<file path="src/shared/mrfs_defs.vh">
`ifndef MRFS_DEFS_VH
`define MRFS_DEFS_VH

// Register indices; byte address is four times the index
`define MRFS_IDX_COND       6'h07
`define MRFS_IDX_FLAGS      6'h0B
`define MRFS_IDX_ENABLE     6'h0F
`define MRFS_IDX_CTRL       6'h10

// Condition and flag bit positions
`define MRFS_BIT_RX_STM0_OVR 7
`define MRFS_BIT_RX_STM0_UDR 6
`define MRFS_BIT_TX_STM0_OVR 5
`define MRFS_BIT_TX_STM0_UDR 4
`define MRFS_BIT_RX_DS3_OVR  3
`define MRFS_BIT_RX_DS3_UDR  2
`define MRFS_BIT_TX_DS3_OVR  1
`define MRFS_BIT_TX_DS3_UDR  0

// Control register fields
`define MRFS_CTRL_RECENTER  0

// Reset values
`define MRFS_RST_FLAGS      8'h00
`define MRFS_RST_ENABLE     8'h00

// Rate monitor defaults, in stage words of slip
`define MRFS_LVL_W          6
`define MRFS_SLIP_LIM       6'h18
`define MRFS_SLIP_REL       6'h08

// AXI responses
`define MRFS_RESP_OKAY      2'h0
`define MRFS_RESP_SLVERR    2'h2

`endif

</file>
<file path="src/hdl/mrfs_rate_mon.v">
`timescale 1ns/1ps
`include "mrfs_defs.vh"

module mrfs_rate_mon #(
    parameter LVL_W = `MRFS_LVL_W,
    parameter [LVL_W-1:0] SLIP_LIM = `MRFS_SLIP_LIM,
    parameter [LVL_W-1:0] SLIP_REL = `MRFS_SLIP_REL
) (
    input  wire aclk,
    input  wire aresetn,
    input  wire recenter,
    input  wire in_stb,
    input  wire out_stb,
    output reg  overrun_q,
    output reg  underrun_q
);

    // Signed slip between the two stages, saturating at both ends
    reg  signed [LVL_W-1:0] slip_q;
    reg  signed [LVL_W-1:0] slip_d;
    wire signed [LVL_W-1:0] lim_pos = SLIP_LIM;
    wire signed [LVL_W-1:0] lim_neg = -SLIP_LIM;
    wire signed [LVL_W-1:0] rel_pos = SLIP_REL;
    wire signed [LVL_W-1:0] rel_neg = -SLIP_REL;

    ////////////////////////////////////////////////////////////////////////
    // Slip accumulation; a word in and out together cancel
    always @* begin
        slip_d = slip_q;
        if (recenter) begin
            slip_d = {LVL_W{1'b0}};
        end else if (in_stb && !out_stb && slip_q < lim_pos) begin
            slip_d = slip_q + 1'b1;
        end else if (out_stb && !in_stb && slip_q > lim_neg) begin
            slip_d = slip_q - 1'b1;
        end
    end

    always @(posedge aclk) begin
        if (!aresetn) begin
            slip_q <= {LVL_W{1'b0}};
        end else begin
            slip_q <= slip_d;
        end
    end

    ////////////////////////////////////////////////////////////////////////
    // Small slip stays inside the band as pointer adjustment; only a
    // large mismatch declares. Release needs a return well inside the
    // band, so a clock hovering at the limit does not chatter.
    always @(posedge aclk) begin
        if (!aresetn || recenter) begin
            overrun_q  <= 1'b0;
            underrun_q <= 1'b0;
        end else begin
            if (slip_q >= lim_pos) begin
                overrun_q <= 1'b1;
            end else if (slip_q <= rel_pos) begin
                overrun_q <= 1'b0;
            end
            if (slip_q <= lim_neg) begin
                underrun_q <= 1'b1;
            end else if (slip_q >= rel_neg) begin
                underrun_q <= 1'b0;
            end
        end
    end

endmodule

</file>
<file path="src/hdl/mrfs_top.v">
// The AXI4-Lite register port and the register addresses were decided locally.
`timescale 1ns/1ps
`include "mrfs_defs.vh"


module mrfs_top #(
    parameter LVL_W = `MRFS_LVL_W,
    parameter [LVL_W-1:0] SLIP_LIM = `MRFS_SLIP_LIM,
    parameter [LVL_W-1:0] SLIP_REL = `MRFS_SLIP_REL
) (
    input  wire        aclk,
    input  wire        aresetn,
    // Stage strobes, one per pair: 3 rx STM-0, 2 tx STM-0, 1 rx DS3, 0 tx DS3
    input  wire [3:0]  stage_in_stb,
    input  wire [3:0]  stage_out_stb,
    // AXI4-Lite slave
    input  wire [7:0]  s_axi_awaddr,
    input  wire [2:0]  s_axi_awprot,
    input  wire        s_axi_awvalid,
    output reg         s_axi_awready,
    input  wire [31:0] s_axi_wdata,
    input  wire [3:0]  s_axi_wstrb,
    input  wire        s_axi_wvalid,
    output reg         s_axi_wready,
    output reg  [1:0]  s_axi_bresp,
    output reg         s_axi_bvalid,
    input  wire        s_axi_bready,
    input  wire [7:0]  s_axi_araddr,
    input  wire [2:0]  s_axi_arprot,
    input  wire        s_axi_arvalid,
    output reg         s_axi_arready,
    output reg  [31:0] s_axi_rdata,
    output reg  [1:0]  s_axi_rresp,
    output reg         s_axi_rvalid,
    input  wire        s_axi_rready,
    // Channel interrupt request
    output reg         irq
);

    ////////////////////////////////////////////////////////////////////////
    // Address decode helpers

    // Word index of a byte address; low two bits are ignored
    function [5:0] mrfs_index;
        input [7:0] addr;
        begin
            mrfs_index = addr[7:2];
        end
    endfunction

    // True when the index names a mapped register
    function mrfs_mapped;
        input [5:0] idx;
        begin
            mrfs_mapped = (idx == `MRFS_IDX_COND)  || (idx == `MRFS_IDX_FLAGS) ||
                          (idx == `MRFS_IDX_ENABLE) || (idx == `MRFS_IDX_CTRL);
        end
    endfunction

    ////////////////////////////////////////////////////////////////////////
    // Declarations

    wire [3:0] mon_ovr;
    wire [3:0] mon_udr;
    wire [7:0] cond;
    reg  [7:0] cond_prev_q;
    reg  [7:0] flags_q;
    reg  [7:0] flags_d;
    reg  [7:0] enable_q;
    reg        recenter_q;

    reg        aw_hold_q;
    reg  [5:0] aw_idx_q;
    reg        w_hold_q;
    reg  [7:0] w_byte_q;
    reg        w_lane0_q;

    wire       wr_fire;
    wire       rd_fire;
    wire [5:0] rd_idx;
    reg  [7:0] rd_byte;
    wire       flags_read;
    wire [7:0] rise;

    ////////////////////////////////////////////////////////////////////////
    // One slip monitor per stage pair
    genvar g;
    generate
        for (g = 0; g < 4; g = g + 1) begin : pair
            mrfs_rate_mon #(
                .LVL_W    (LVL_W),
                .SLIP_LIM (SLIP_LIM),
                .SLIP_REL (SLIP_REL)
            ) u_mon (
                .aclk       (aclk),
                .aresetn    (aresetn),
                .recenter   (recenter_q),
                .in_stb     (stage_in_stb[g]),
                .out_stb    (stage_out_stb[g]),
                .overrun_q  (mon_ovr[g]),
                .underrun_q (mon_udr[g])
            );
        end
    endgenerate

    ////////////////////////////////////////////////////////////////////////
    // Live condition map, overrun above underrun for each pair
    assign cond[`MRFS_BIT_RX_STM0_OVR] = mon_ovr[3];
    assign cond[`MRFS_BIT_RX_STM0_UDR] = mon_udr[3];
    assign cond[`MRFS_BIT_TX_STM0_OVR] = mon_ovr[2];
    assign cond[`MRFS_BIT_TX_STM0_UDR] = mon_udr[2];
    assign cond[`MRFS_BIT_RX_DS3_OVR]  = mon_ovr[1];
    assign cond[`MRFS_BIT_RX_DS3_UDR]  = mon_udr[1];
    assign cond[`MRFS_BIT_TX_DS3_OVR]  = mon_ovr[0];
    assign cond[`MRFS_BIT_TX_DS3_UDR]  = mon_udr[0];

    ////////////////////////////////////////////////////////////////////////
    // Write channel: address and data taken in either order

    assign wr_fire = aw_hold_q && w_hold_q && !s_axi_bvalid;

    always @(posedge aclk) begin
        if (!aresetn) begin
            aw_hold_q     <= 1'b0;
            aw_idx_q      <= 6'h00;
            s_axi_awready <= 1'b1;
        end else if (s_axi_awvalid && s_axi_awready) begin
            aw_hold_q     <= 1'b1;
            aw_idx_q      <= mrfs_index(s_axi_awaddr);
            s_axi_awready <= 1'b0;
        end else if (wr_fire) begin
            aw_hold_q     <= 1'b0;
        end else if (s_axi_bvalid && s_axi_bready) begin
            s_axi_awready <= 1'b1;
        end
    end

    always @(posedge aclk) begin
        if (!aresetn) begin
            w_hold_q     <= 1'b0;
            w_byte_q     <= 8'h00;
            w_lane0_q    <= 1'b0;
            s_axi_wready <= 1'b1;
        end else if (s_axi_wvalid && s_axi_wready) begin
            w_hold_q     <= 1'b1;
            w_byte_q     <= s_axi_wdata[7:0];
            w_lane0_q    <= s_axi_wstrb[0];
            s_axi_wready <= 1'b0;
        end else if (wr_fire) begin
            w_hold_q     <= 1'b0;
        end else if (s_axi_bvalid && s_axi_bready) begin
            s_axi_wready <= 1'b1;
        end
    end

    // Response once both halves are in; unmapped gets a slave error
    always @(posedge aclk) begin
        if (!aresetn) begin
            s_axi_bvalid <= 1'b0;
            s_axi_bresp  <= `MRFS_RESP_OKAY;
        end else if (wr_fire) begin
            s_axi_bvalid <= 1'b1;
            s_axi_bresp  <= mrfs_mapped(aw_idx_q) ? `MRFS_RESP_OKAY : `MRFS_RESP_SLVERR;
        end else if (s_axi_bvalid && s_axi_bready) begin
            s_axi_bvalid <= 1'b0;
        end
    end

    ////////////////////////////////////////////////////////////////////////
    // Writable registers; conditions and flags have no write path
    always @(posedge aclk) begin
        if (!aresetn) begin
            enable_q <= `MRFS_RST_ENABLE;
        end else if (wr_fire && w_lane0_q && aw_idx_q == `MRFS_IDX_ENABLE) begin
            enable_q <= w_byte_q;
        end
    end

    // Recenter is a one-cycle command, self-clearing
    always @(posedge aclk) begin
        if (!aresetn) begin
            recenter_q <= 1'b0;
        end else begin
            recenter_q <= wr_fire && w_lane0_q && aw_idx_q == `MRFS_IDX_CTRL &&
                          w_byte_q[`MRFS_CTRL_RECENTER];
        end
    end

    ////////////////////////////////////////////////////////////////////////
    // Read channel: data registered one cycle after the address is taken

    assign rd_fire    = s_axi_arvalid && s_axi_arready;
    assign rd_idx     = mrfs_index(s_axi_araddr);
    assign flags_read = rd_fire && rd_idx == `MRFS_IDX_FLAGS;

    always @* begin
        case (rd_idx)
            `MRFS_IDX_COND:   rd_byte = cond;
            `MRFS_IDX_FLAGS:  rd_byte = flags_q;
            `MRFS_IDX_ENABLE: rd_byte = enable_q;
            `MRFS_IDX_CTRL:   rd_byte = 8'h00;
            default:          rd_byte = 8'h00;
        endcase
    end

    always @(posedge aclk) begin
        if (!aresetn) begin
            s_axi_arready <= 1'b1;
            s_axi_rvalid  <= 1'b0;
            s_axi_rdata   <= 32'h00000000;
            s_axi_rresp   <= `MRFS_RESP_OKAY;
        end else if (rd_fire) begin
            s_axi_arready <= 1'b0;
            s_axi_rvalid  <= 1'b1;
            s_axi_rdata   <= {24'h000000, rd_byte};
            s_axi_rresp   <= mrfs_mapped(rd_idx) ? `MRFS_RESP_OKAY : `MRFS_RESP_SLVERR;
        end else if (s_axi_rvalid && s_axi_rready) begin
            s_axi_arready <= 1'b1;
            s_axi_rvalid  <= 1'b0;
        end
    end

    ////////////////////////////////////////////////////////////////////////
    // Latched flags: set on the declaring edge of an enabled condition,
    // cleared by the read that returns them. A set in the clearing cycle
    // survives, so an event never falls between read and clear.

    assign rise = cond & ~cond_prev_q;

    always @* begin
        flags_d = flags_q;
        if (flags_read) begin
            flags_d = 8'h00;
        end
        flags_d = flags_d | (rise & enable_q);
    end

    always @(posedge aclk) begin
        if (!aresetn) begin
            cond_prev_q <= 8'h00;
            flags_q     <= `MRFS_RST_FLAGS;
        end else begin
            cond_prev_q <= cond;
            flags_q     <= flags_d;
        end
    end

    ////////////////////////////////////////////////////////////////////////
    // Interrupt request from the next flag state, so it tracks flags_q
    always @(posedge aclk) begin
        if (!aresetn) begin
            irq <= 1'b0;
        end else begin
            irq <= |(flags_d & enable_q);
        end
    end

endmodule

</file>
<file path="config.mk">
export PLATFORM = sky130hd
export DESIGN_NAME = mrfs_top
export DESIGN_NICKNAME = d
export VERILOG_FILES = /design/src/hdl/mrfs_rate_mon.v /design/src/hdl/mrfs_top.v
export VERILOG_INCLUDE_DIRS = /design/src /design/src/shared
export SDC_FILE = /design/constraint.sdc
export NUM_CORES = 1
export LEC_CHECK = 0
export ABC_CLOCK_PERIOD_IN_PS = 2400
export BUFFER_PORTS_ARGS = -buffer_cell sky130_fd_sc_hd__buf_2
export CORE_MARGIN = 2
export CORE_UTILIZATION = 54
export CTS_CLUSTER_DIAMETER = 80
export DETAILED_ROUTE_END_ITERATION = 16
export GPL_TIMING_DRIVEN = 0
export PLACE_DENSITY = 0.81
export SETUP_SLACK_MARGIN = 0.5
export SYNTH_ARGS = -nofsm -noshare
export SYNTH_HDL_FRONTEND = slang
export SYNTH_SLANG_ARGS = --single-unit
</file>
<file path="constraint.sdc">
create_clock -name aclk -period 2.4 [get_ports aclk]
set_input_delay 0.36 -clock aclk [delete_from_list [all_inputs] [get_ports aclk]]
set_output_delay 0.36 -clock aclk [all_outputs]
set_load 0.03 [all_outputs]
</file>
==> results of run 1 <==
[placed cells by master, fill, tap and decap left out, types with 5 or more instances in the layout]
cell type,instances
nor2_1,31
dfxtp_4,6
nand2_1,59
a211oi_2,7
nor2b_1,24
conb_1,26
clkbuf_8,9
inv_1,20
clkbuf_1,11
a22oi_1,12
nand3b_1,7
o21ai_0,13
a21boi_0,18
buf_2,55
and2_1,11
nor3_1,6
xnor2_1,11
a21boi_1,7
buf_4,51
inv_2,5
nor4_1,5
a22o_1,8
a21oi_2,6
nand2b_1,5
a21o_1,5
dfxtp_2,5
ha_4,12
xor2_1,5
mux2i_1,17
dfxtp_1,79
a21oi_1,18
[what timing repair did]
item	CTS	global route
setup endpoints to repair	15	11
resized for setup	42	26
hold endpoints to repair	0	0
hold buffers	0	0
buffers inserted	10	14
pin swaps	12	23
[metrics by stage]
step | utilization | power [mW] | worst slack, ns | cell area, sq um | cells
floorplan | - | 2.93 | 0.506 | 4780 | 549
global placement | 0.622 | 3.14 | 0.264 | 5170 | 704
detailed placement | 0.622 | 3.23 | 0.207 | 5170 | 704
CTS | 0.679 | 4.49 | 0.499 | 5630 | 730
global route | 0.701 | 5.01 | 0.407 | 5820 | 744
finish | 0.701 | 4.71 | 0.492 | 5820 | 744
[power by group]
part           switching, mW  internal [mW]
Sequential             0.243           1.71
Clock                  0.623          0.414
Combinational          0.844          0.881
Total                   1.71           3.00
[area by class of cell]
type | count | area share
Buffer | 46 | 0.0520
Clock buffer | 9 | 0.0213
Clock inverter | 7 | 0.0135
Inverter | 26 | 0.0176
Multi-Input combinational cell | 387 | 0.484
Sequential cell | 90 | 0.315
Tap cell | 105 | 0.0226
Timing Repair Buffer | 74 | 0.0740
[critical path, stage by stage, from the launching register on]
cell      delay, ns
dfxtp_2        0.38
nand2_4        0.06
o21ai_4        0.30
ha_4           0.22
o21ai_1        0.07
o21bai_1       0.19
a21oi_2        0.09
or4_1          0.41
o311ai_1       0.10
[registers in the layout (all words and copies together) (netlist names), 4 cells and up]
| signal | cells |
|---|---|
| aw_idx_q | 6 |
| cond_prev_q | 8 |
| enable_q | 8 |
| flags_q | 8 |
| pair.u_mon.overrun_q | 4 |
| pair.u_mon.slip_q | 24 |
| pair.u_mon.underrun_q | 4 |
| s_axi_rdata | 8 |
| w_byte_q | 8 |
[routing by layer]
metal	up-vias	part of all wire	global-route usage
met4	0	0.019	0.0542
met3	24	0.043	0.0455
met5	-	0	0
li1	1975	-	-
met2	113	0.53	0.412
met1	1901	0.41	0.266
[how the worst min path moves through the flow]
stage	start	end	slack [ns]	cells past startpoint
floorplan	w_lane0_q	w_lane0_q	0.44	2
global placement	w_lane0_q	w_lane0_q	0.45	2
detailed placement	w_lane0_q	w_lane0_q	0.46	2
CTS	s_axi_wdata[7]	w_byte_q[7]	0.21	3
global route	s_axi_wdata[7]	w_byte_q[7]	0.22	3
finish	s_axi_wdata[7]	w_byte_q[7]	0.23	3
[cells by family (layout without fill, tap and decap cells)]
| logic type | after synthesis | in the layout | synth area share |
|---|---|---|---|
| DFF | 90 | 90 | 0.387 |
| other | 1 | 26 | 0.000805 |
| and+or+nand+nor | 175 | 175 | 0.196 |
| buffers and inverters | 72 | 162 | 0.0860 |
| adders and majority gates | 20 | 20 | 0.0602 |
| muxes | 21 | 21 | 0.0462 |
| AOI/OAI and AO/OA | 129 | 129 | 0.194 |
| xor gates and xnor gates | 16 | 16 | 0.0301 |
==> summary.txt, run 1 <==
Yosys
  • Avg Inst Size Synth: 8.89 sq um
  • EDFF count, synth: 0
  • Unique masters post-synth: 56
  • Synth warn: 0
  • Synth area leader: dfxtp_1
  • Sequential element share of the synthesized area: 0.387
  • Synth top cells by count: dfxtp_1 (90), nand2_1 (63), nor2_1 (31)
  • Number of synthesized register bits: 90
  • Area contributors post-synth: dfxtp_1 (39%), nand2_1 (5.1%), buf_4 (4.4%)
  • Share of the synthesized area in the top cell type: 0.387
  • Mapped cell area: 4660 sq um
  • Post-Synthesis Cells: 524
  • Count leader, synth: dfxtp_1
  • Async set or reset register ratio after synthesis: 0
  • Ys flop type: dfxtp_1

Run status
  • Run status: finished, final reports clean

Power and ir drop
  • Leakage: 2.49 nW
  • Peak VDD IR: 0.580 mV
  • Pwr Density: 810 nW/um^2

Timing
  • Setup TNS: 0 ns
  • Fin. Hold Viols: 0
  • Min Hold Slack: 0.227 ns
  • Ratio of final minimum period to clock period: 0.795
  • RSZ-0062 raised after global routing: true
  • Skew final: 0.0155 ns
  • Max Clk Rate: 524 MHz
  • Final max-slew violation count: 0
  • Final min period: 1.91 ns
  • Slew headroom: 0.582
  • Final Setup Violations: 0
  • Worst Tran Pin Value: 0.626 ns

Setup path
  • WP data required: 2.67 ns
  • Reg2Reg Setup Slack: 0.49 ns
  • R2R Path Start: pair[0].u_mon.slip_q[4]
  • Worst Setup End Kind: flip-flop
  • Reg2reg path depth: 8
  • Crit path to: pair[0].u_mon.slip_q[5]
  • Worst EP arrival: 2.17 ns
  • Critical path type: flip-flop to flip-flop
  • Critical path launch point type: flip-flop
  • Setup crit start: pair[0].u_mon.slip_q[4]
  • CP max FO: 6
  • R2r endpoint: pair[0].u_mon.slip_q[5]

Global route
  • First-pass GRT wire length: 17800 microns
  • Total GRT Usage: 0.224
  • Gr ovfl total: 0
  • Initial antenna violation count: 0
  • Vias in the first global route: 3984
  • Largest net degree at the start of global routing: 20

Layout
  • Layout cells sized above 1: 0.305
  • Fillers: 646
  • Area growth from synthesis to layout: 25.0%
  • Layout Nets: 727
  • Multi-input logic area: 2820 sq um
  • Storage element area: 1830 sq um
  • Antenna cells: 0

Clocking
  • H-tree Lvls: 3
  • CTS tree: done
  • Clk slew on worst S/H paths: 0.11 ns
  • Number of CTS-inserted buffers: 9
  • Clock Latency Late Sink: 0.37 ns
  • Root Driver: clkbuf_8
  • CTS sink count: 90
  • Max clock buf depth: 2

Route
  • Average wire per standard cell: 14.4 microns
  • Via count: 4013
  • Iteration-0 DRC Markers: 157
  • First-pass iteration count of the detailed router: 5
  • DRC Markers: 0
  • Total Wirelength: 10700 microns
  • Via density: 5.39
  • Antenna-violating nets left: 0

Place
  • GP Congestion: 0.854
  • IO Port Bufs: 50
  • Placed wire-length estimate: 7470 microns

Floorplan
  • IO Count: 115
  • Die Area: 9380 sq um
  • Initial Util: 0.561
  • Die Height: 96.9 microns
  • DIE WIDTH: 96.9 microns
  • Row count: 33
  • Core ar.: 8300 sq um

Run
  • Max capacitance violation total: 0

Min path
  • Hold Path Class: primary input to flip-flop
No activity file was read; power rests on OpenSTA's default activity.
==> run 2: changes to the inputs <==
--- a/config.mk
+++ b/config.mk
@@ -6,14 +6,14 @@
 export SDC_FILE = /design/constraint.sdc
 export NUM_CORES = 1
 export LEC_CHECK = 0
-export ABC_CLOCK_PERIOD_IN_PS = 2400
+export ABC_CLOCK_PERIOD_IN_PS = 1600
 export BUFFER_PORTS_ARGS = -buffer_cell sky130_fd_sc_hd__buf_2
 export CORE_MARGIN = 2
-export CORE_UTILIZATION = 54
+export CORE_UTILIZATION = 48
 export CTS_CLUSTER_DIAMETER = 80
 export DETAILED_ROUTE_END_ITERATION = 16
 export GPL_TIMING_DRIVEN = 0
-export PLACE_DENSITY = 0.81
+export PLACE_DENSITY = 0.76
 export SETUP_SLACK_MARGIN = 0.5
 export SYNTH_ARGS = -nofsm -noshare
 export SYNTH_HDL_FRONTEND = slang
==> constraint.sdc (replaced) <==
create_clock -name aclk -period 1.6 [get_ports aclk]
set_input_delay 0.24 -clock aclk [delete_from_list [all_inputs] [get_ports aclk]]
set_output_delay 0.24 -clock aclk [all_outputs]
set_load 0.03 [all_outputs]
==> run 2 against run 1 <==
Compared with the run above: flip-flop and latch count stayed put; global-route usage is 0.24 points higher; total power is 66% higher; clock-buffer cell count stayed put; the run now ends with setup timing left; sequential share of layout area is 3.3 points lower; maximum frequency is 3.7% lower; final cell count is 7.4% higher; largest cell class unchanged; first-iteration DRC count is 22% lower; critical path depth is 1 higher.
==> summary.txt, run 2 (synthesis results as in run 1) <==
Run status
  • Run status: finished, violations left
  • Failing checks: setup timing

Setup path
  • Worst Setup End Kind: flip-flop
  • WP data required: 1.88 ns (-0.79 ns)
  • Reg2Reg Setup Slack: -0.38 ns (-0.87 ns)
  • R2R Path Start: pair[0].u_mon.slip_q[3]
  • Critical path launch point type: flip-flop
  • Reg2reg path depth: 9 (+1)
  • Critical path type: flip-flop to flip-flop
  • R2r endpoint: pair[0].u_mon.slip_q[5]
  • Worst EP arrival: 2.26 ns (+0.09 ns)
  • CP max FO: 6 (unchanged)

Min path
  • Worst Min Path Start: s_axi_wdata[7]
  • WHS Endpoint: w_byte_q[7]
  • Hold Path Stages: 3 (unchanged)
  • Hold Path Class: primary input to flip-flop

Layout
  • Max FFs per register: 24 (unchanged)
  • Most common cell after layout, fill and taps aside: buf_4
  • Fillers: 696 (+7.7%)
  • Multi-input logic area: 3140 sq um (+12%)
  • Antenna cells: 0 (unchanged)
  • Layout cells sized above 1: 0.482 (+0.177)
  • Most frequent cells in the layout: buf_4 (64), dfxtp_1 (51), nand2_1 (50)
  • Layout Nets: 758 (+4.3%)
  • Final instance area: 6690 sq um (+15%)
  • Largest Register: pair.u_mon.slip_q
  • Layout Utilization: 0.717 (+0.0162)
  • Storage element area: 1880 sq um (+2.9%)
  • Area growth from synthesis to layout: 43.7%

Place
  • GP Congestion: 0.875 (+2.5%)
  • Placed wire-length estimate: 7540 microns (+0.96%)
  • IO Port Bufs: 50 (unchanged)
  • DP Area: 5410 sq um (+4.7%)

Global route
  • First-pass GRT wire length: 18800 microns (+5.6%)
  • Total GRT Usage: 0.226 (+0.00244)
  • Initial antenna violation count: 0 (unchanged)
  • Vias in the first global route: 4169 (+4.6%)
  • Gr ovfl total: 0 (unchanged)
  • Largest net degree at the start of global routing: 19 (-5.0%)

Floorplan
  • Row count: 35 (+6.1%)
  • Core ar.: 9330 sq um (+12%)
  • Die Height: 103 microns (+5.8%)
  • DIE WIDTH: 103 microns (+5.8%)
  • Initial Util: 0.499 (-0.0619)
  • IO Count: 115 (unchanged)
  • Die Area: 10500 sq um (+12%)

Run
  • Max capacitance violation total: 0 (unchanged)

Clocking
  • Clk slew on worst S/H paths: 0.11 ns (about the same)
  • Clock Latency Late Sink: 0.37 ns (about the same)
  • Number of CTS-inserted buffers: 9 (unchanged)
  • CTS tree: done
  • CTS sink count: 90 (unchanged)
  • H-tree Lvls: 3 (unchanged)
  • Root Driver: clkbuf_8
  • Max clock buf depth: 2 (unchanged)

Route
  • Via density: 5.19 (-3.8%)
  • DRC Markers: 0 (unchanged)
  • Antenna-violating nets left: 0 (unchanged)
  • Average wire per standard cell: 15.2 microns (+5.8%)
  • First-pass iteration count of the detailed router: 4 (-1)
  • Total Wirelength: 12100 microns (+14%)
  • Via count: 4144 (+3.3%)
  • Iteration-0 DRC Markers: 123 (-22%)

Power and ir drop
  • Comb power frac: 0.401 (+0.035)
  • Peak VDD IR: 0.916 mV (+58%)
  • P_int: 5.02 mW (+67%)
  • Net Sw Frac: 0.359 (-0.00401)
  • Leakage: 2.80 nW (+12%)
  • Sequential share of power: 0.384 (-0.030)
  • Power Total: 7.84 mW (+66%)
  • Net switching power: 2.81 mW (+65%)
  • Clk pwr share: 0.214 (-0.006)
  • Pwr Density: 1170 nW/um^2 (+45%)

Timing
  • Max Clk Rate: 505 MHz (-3.7%)
  • Min Hold Slack: 0.104 ns (-0.123 ns)
  • Final max-slew violation count: 0 (unchanged)
  • Final min period: 1.98 ns (+0.0733 ns)
  • Ratio of final minimum period to clock period: 1.24 (+0.443)
  • Final Setup Violations: 19 (+19)
  • RSZ-0062 raised after global routing: true
  • Setup WS post-layout: -0.381 ns (-0.873 ns)
  • Fin. Hold Viols: 0 (unchanged)
  • Setup TNS: -4.10 ns (-4.10 ns)
  • Skew final: 0.0178 ns (+0.00225 ns)
run 2: power groups by stage:
stage / Combinational [mW] / Clock, mW / Sequential (mW)
global placement: 1.99 / 0 / 2.94
detailed placement: 2.09 / 0 / 2.96
finish: 3.15 / 1.68 / 3.01
floorplan: 1.71 / 0 / 2.90
CTS: 2.80 / 1.71 / 2.94
global route: 3.41 / 1.82 / 3.06
run 2: metrics by stage:
stage	setup WS (ns)	instances
6_report	-0.381	799
5_1_grt	-0.467	799
4_1_cts	-0.322	781
3_5_place_dp	-0.483	728
3_3_place_gp	-0.355	728
2_1_floorplan	-0.135	549
run 2: per-layer routing:
layer,share of wire,GRT usage,up-vias
li1,-,-,2056
met4,0.028,0.0800,0
met1,0.39,0.252,1934
met2,0.53,0.422,122
met5,0,0,-
met3,0.044,0.0502,32
run 2: how the worst max path moves through the flow:
stage	startpoint	endpoint	slack, ns
detailed placement	stage_out_stb[1]	pair[1].u_mon.slip_q[5]	-0.48
finish	pair[0].u_mon.slip_q[3]	pair[0].u_mon.slip_q[5]	-0.38
CTS	pair[1].u_mon.slip_q[4]	pair[1].u_mon.slip_q[5]	-0.32
global placement	stage_in_stb[2]	pair[2].u_mon.slip_q[5]	-0.35
floorplan	pair[1].u_mon.slip_q[3]	pair[1].u_mon.slip_q[5]	-0.14
global route	pair[0].u_mon.slip_q[3]	pair[0].u_mon.slip_q[5]	-0.47
run 2: worst max-delay path, stage by stage (launching register included):
cell and delay (ns):
dfxtp_4 0.38, nand2_4 0.06, o21ai_4 0.32, ha_4 0.27, a211oi_2 0.21, o21bai_1 0.12, a21oi_2 0.21, buf_4 0.17
o21ai_2 0.06, o311ai_2 0.09
run 2: cell type report:
| type | instances | area share |
|---|---|---|
| clock inverters | 7 | 0.0140 |
| clock buffers | 9 | 0.0185 |
| plain buffers | 46 | 0.0510 |
| flip-flops and latches | 90 | 0.281 |
| multi-input cells | 387 | 0.470 |
| well taps | 129 | 0.0241 |
| inverters | 26 | 0.0157 |
| repair buffers | 105 | 0.125 |
run 2: what timing repair did:
item | CTS | global route
setup endpoints to repair | 73 | 99
pin swaps | 48 | 43
cloned | 1 | 0
hold buffers | 0 | 0
buffers inserted | 36 | 18
resized for setup | 126 | 64
==> run 3: changes to the inputs <==
--- a/config.mk
+++ b/config.mk
@@ -9,11 +9,10 @@
 export ABC_CLOCK_PERIOD_IN_PS = 1600
 export BUFFER_PORTS_ARGS = -buffer_cell sky130_fd_sc_hd__buf_2
 export CORE_MARGIN = 2
-export CORE_UTILIZATION = 48
+export CORE_UTILIZATION = 40
 export CTS_CLUSTER_DIAMETER = 80
 export DETAILED_ROUTE_END_ITERATION = 16
-export GPL_TIMING_DRIVEN = 0
-export PLACE_DENSITY = 0.76
+export PLACE_DENSITY = 0.65
 export SETUP_SLACK_MARGIN = 0.5
 export SYNTH_ARGS = -nofsm -noshare
 export SYNTH_HDL_FRONTEND = slang
==> run 3 against run 2 <==
Compared with the run above: total power increased by 2.6%; critical path type unchanged; final cell count shrank 2.1%; maximum frequency grew 5.6%; routed wire length down 11%; via count fell by 5.6%; critical endpoint is now pair[2].u_mon.slip_q[5]; clock-buffer cell count did not move; largest cell class unchanged; the flow still finishes with violations (setup timing); clock power increased by 27%; design area decreased by 4.1%; worst hold slack improved by 0.036 ns; combinational power is 4% lower; setup slack improved by 0.11 ns.
==> summary.txt, run 3 (synthesis results as in run 1) <==
Floorplan
  • Initial Util: 0.410 (-0.0897)
  • Row count: 39 (+11%)
  • Die Area: 12500 sq um (+19%)
  • Die Height: 112 microns (+9.2%)
  • IO Count: 115 (unchanged)
  • Core ar.: 11400 sq um (+22%)
  • DIE WIDTH: 112 microns (+9.2%)

Setup path
  • R2r endpoint: pair[2].u_mon.slip_q[5]
  • Critical path launch point type: flip-flop
  • WP data required: 1.83 ns (-0.05 ns)
  • Crit path to: pair[2].u_mon.slip_q[5]
  • Reg2Reg Setup Slack: -0.28 ns (+0.11 ns)
  • R2R Path Start: pair[2].u_mon.slip_q[3]
  • CP max FO: 4 (-2)
  • Worst Setup End Kind: flip-flop
  • Reg2reg path depth: 8 (-1)
  • Worst EP arrival: 2.11 ns (-0.15 ns)
  • Critical path type: flip-flop to flip-flop
  • Setup crit start: pair[2].u_mon.slip_q[3]

Power and ir drop
  • Pwr Density: 1250 nW/um^2 (+7.0%)
  • Sequential share of power: 0.359 (-0.025)
  • Comb power frac: 0.376 (-0.025)
  • Peak VDD IR: 0.594 mV (-35%)
  • Net Sw Frac: 0.332 (-0.0271)
  • Clk pwr share: 0.265 (+0.051)
  • Leakage: 2.65 nW (-5.5%)
  • P_int: 5.37 mW (+7.0%)
  • Net switching power: 2.67 mW (-5.1%)

Route
  • Average wire per standard cell: 13.8 microns (-9.3%)
  • First-pass iteration count of the detailed router: 6 (+2)
  • Via count: 3912 (-5.6%)
  • DRC Markers: 0 (unchanged)
  • Via density: 5.00 (-3.5%)
  • Metal-1 WL: 4800 microns (+0.73%)
  • Iteration-0 DRC Markers: 123 (unchanged)
  • Antenna-violating nets left: 0 (unchanged)
  • Highest routed metal layer: met4
  • Met3 WL post-DR: 285 microns (-47%)
  • Detailed route wirelength on metal2: 5570 microns (-14%)
  • Total Wirelength: 10800 microns (-11%)

Timing
  • RSZ-0062 raised after global routing: true
  • Fin. Hold Viols: 0 (unchanged)
  • Setup WS post-layout: -0.276 ns (+0.105 ns)
  • Min Hold Slack: 0.140 ns (+0.0362 ns)
  • Skew final: 0.00753 ns (-0.0102 ns)
  • Ratio of final minimum period to clock period: 1.17 (-0.0657)
  • Setup TNS: -2.21 ns (+1.89 ns)
  • Max Clk Rate: 533 MHz (+5.6%)
  • Final min period: 1.88 ns (-0.105 ns)
  • Final Setup Violations: 16 (-3)
  • Final max-slew violation count: 0 (unchanged)

Layout
  • Fillers: 1002 (+44%)
  • Storage element area: 1860 sq um (-1.3%)
  • Most frequent cells in the layout: buf_4 (57), dfxtp_1 (55), nand2_1 (50)
  • Area growth from synthesis to layout: 37.9%
  • Layout Cells excl Fill: 782 (-2.1%)
  • Most common cell after layout, fill and taps aside: buf_4
  • Layout Utilization: 0.565 (-0.153)
  • Layout Nets: 727 (-4.1%)
  • Max FFs per register: 24 (unchanged)
  • Antenna cells: 0 (unchanged)
  • Multi-input logic area: 3050 sq um (-3.0%)
  • Layout cells sized above 1: 0.432 (-0.0502)
  • Largest Register: pair.u_mon.slip_q

Place
  • GP Congestion: 0.835 (-4.6%)
  • Placed wire-length estimate: 7580 microns (+0.54%)
  • IO Port Bufs: 51 (+2.0%)
  • Placed Cells: 752 (+3.3%)

Run status
  • Run status: finished, violations left
  • Failing checks: setup timing

Run
  • Max capacitance violation total: 0 (unchanged)

Min path
  • Worst Min Path Start: s_axi_awaddr[4]
  • Hold Path Class: primary input to flip-flop
  • Hold Path Stages: 3 (unchanged)

Global route
  • Vias in the first global route: 3912 (-6.2%)
  • Gr ovfl total: 0 (unchanged)
  • Largest net degree at the start of global routing: 59 (+40)
  • Initial antenna violation count: 0 (unchanged)
  • Total GRT Usage: 0.170 (-0.0567)
  • First-pass GRT wire length: 17700 microns (-5.9%)

Clocking
  • CTS sink count: 90 (unchanged)
  • Clk slew on worst S/H paths: 0.07 ns (-0.04 ns)
  • Number of CTS-inserted buffers: 9 (unchanged)
  • Clock Latency Late Sink: 0.33 ns (-0.04 ns)
  • CTS tree: done
  • Max clock buf depth: 2 (unchanged)
  • H-tree Lvls: 3 (unchanged)
  • Root Driver: clkbuf_16
## run 3: changes by cell type in the layout (fill, tap and decap cells not counted), sizes merged
cell,change
buf,-24
clkbuf,-8
inv,-2
clkinv,+1
clkinvlp,+1
nand2b,+1
## run 3: area by class of cell
class,count,area share
sequential,90,0.289
clock buffer,9,0.0351
tap,143,0.0279
clock inverter,7,0.0119
multi-input combinational,388,0.475
inverter,26,0.0172
timing repair buffer,119,0.143
## run 3: how the worst min path moves through the flow
stage,to
2_1_floorplan,aw_idx_q[0]
3_3_place_gp,w_lane0_q
3_5_place_dp,w_lane0_q
4_1_cts,aw_idx_q[2]
5_1_grt,aw_idx_q[2]
6_report,aw_idx_q[2]
## run 3: power by group through the flow
stage | combinational [mW] | clock (mW) | sequential, mW
6_report | 3.02 | 2.13 | 2.89
5_1_grt | 3.32 | 2.30 | 2.93
4_1_cts | 2.86 | 2.19 | 2.86
3_5_place_dp | 2.62 | 0 | 2.86
3_3_place_gp | 2.49 | 0 | 2.84
2_1_floorplan | 1.71 | 0 | 2.90
## run 3: what timing repair did
action | 4_1_cts | 5_1_grt
cloned | 1 | 0
setup endpoints to repair | 71 | 86
gates resized for setup | 64 | 67
pin swaps | 30 | 30
hold buffers | 0 | 0
buffers inserted | 6 | 7
## run 3: worst max-delay path: stages (launching register included)
cell and delay (ns):
dfxtp_2 0.35, nand2_4 0.06, o21ai_4 0.25, ha_4 0.20, o21ai_0 0.10, o21bai_1 0.21
a21oi_2 0.09, or4_1 0.40, o311ai_1 0.10
## run 3: per-layer routing
| metal | up-vias | GRT usage |
|---|---|---|
| li1 | 1984 | - |
| met1 | 1858 | 0.203 |
| met4 | 0 | 0.0691 |
| met2 | 62 | 0.299 |
| met3 | 8 | 0.0321 |
| met5 | - | 0 |
## run 3: through the flow
step	setup slack [ns]	power (mW)	cell area, sq um
final	-0.276	8.05	6420
after global placement	-0.332	5.33	5550
after detailed placement	-0.393	5.48	5550
after global routing	-0.364	8.54	6420
after floorplan	-0.135	4.61	5000
after CTS	-0.226	7.90	6140
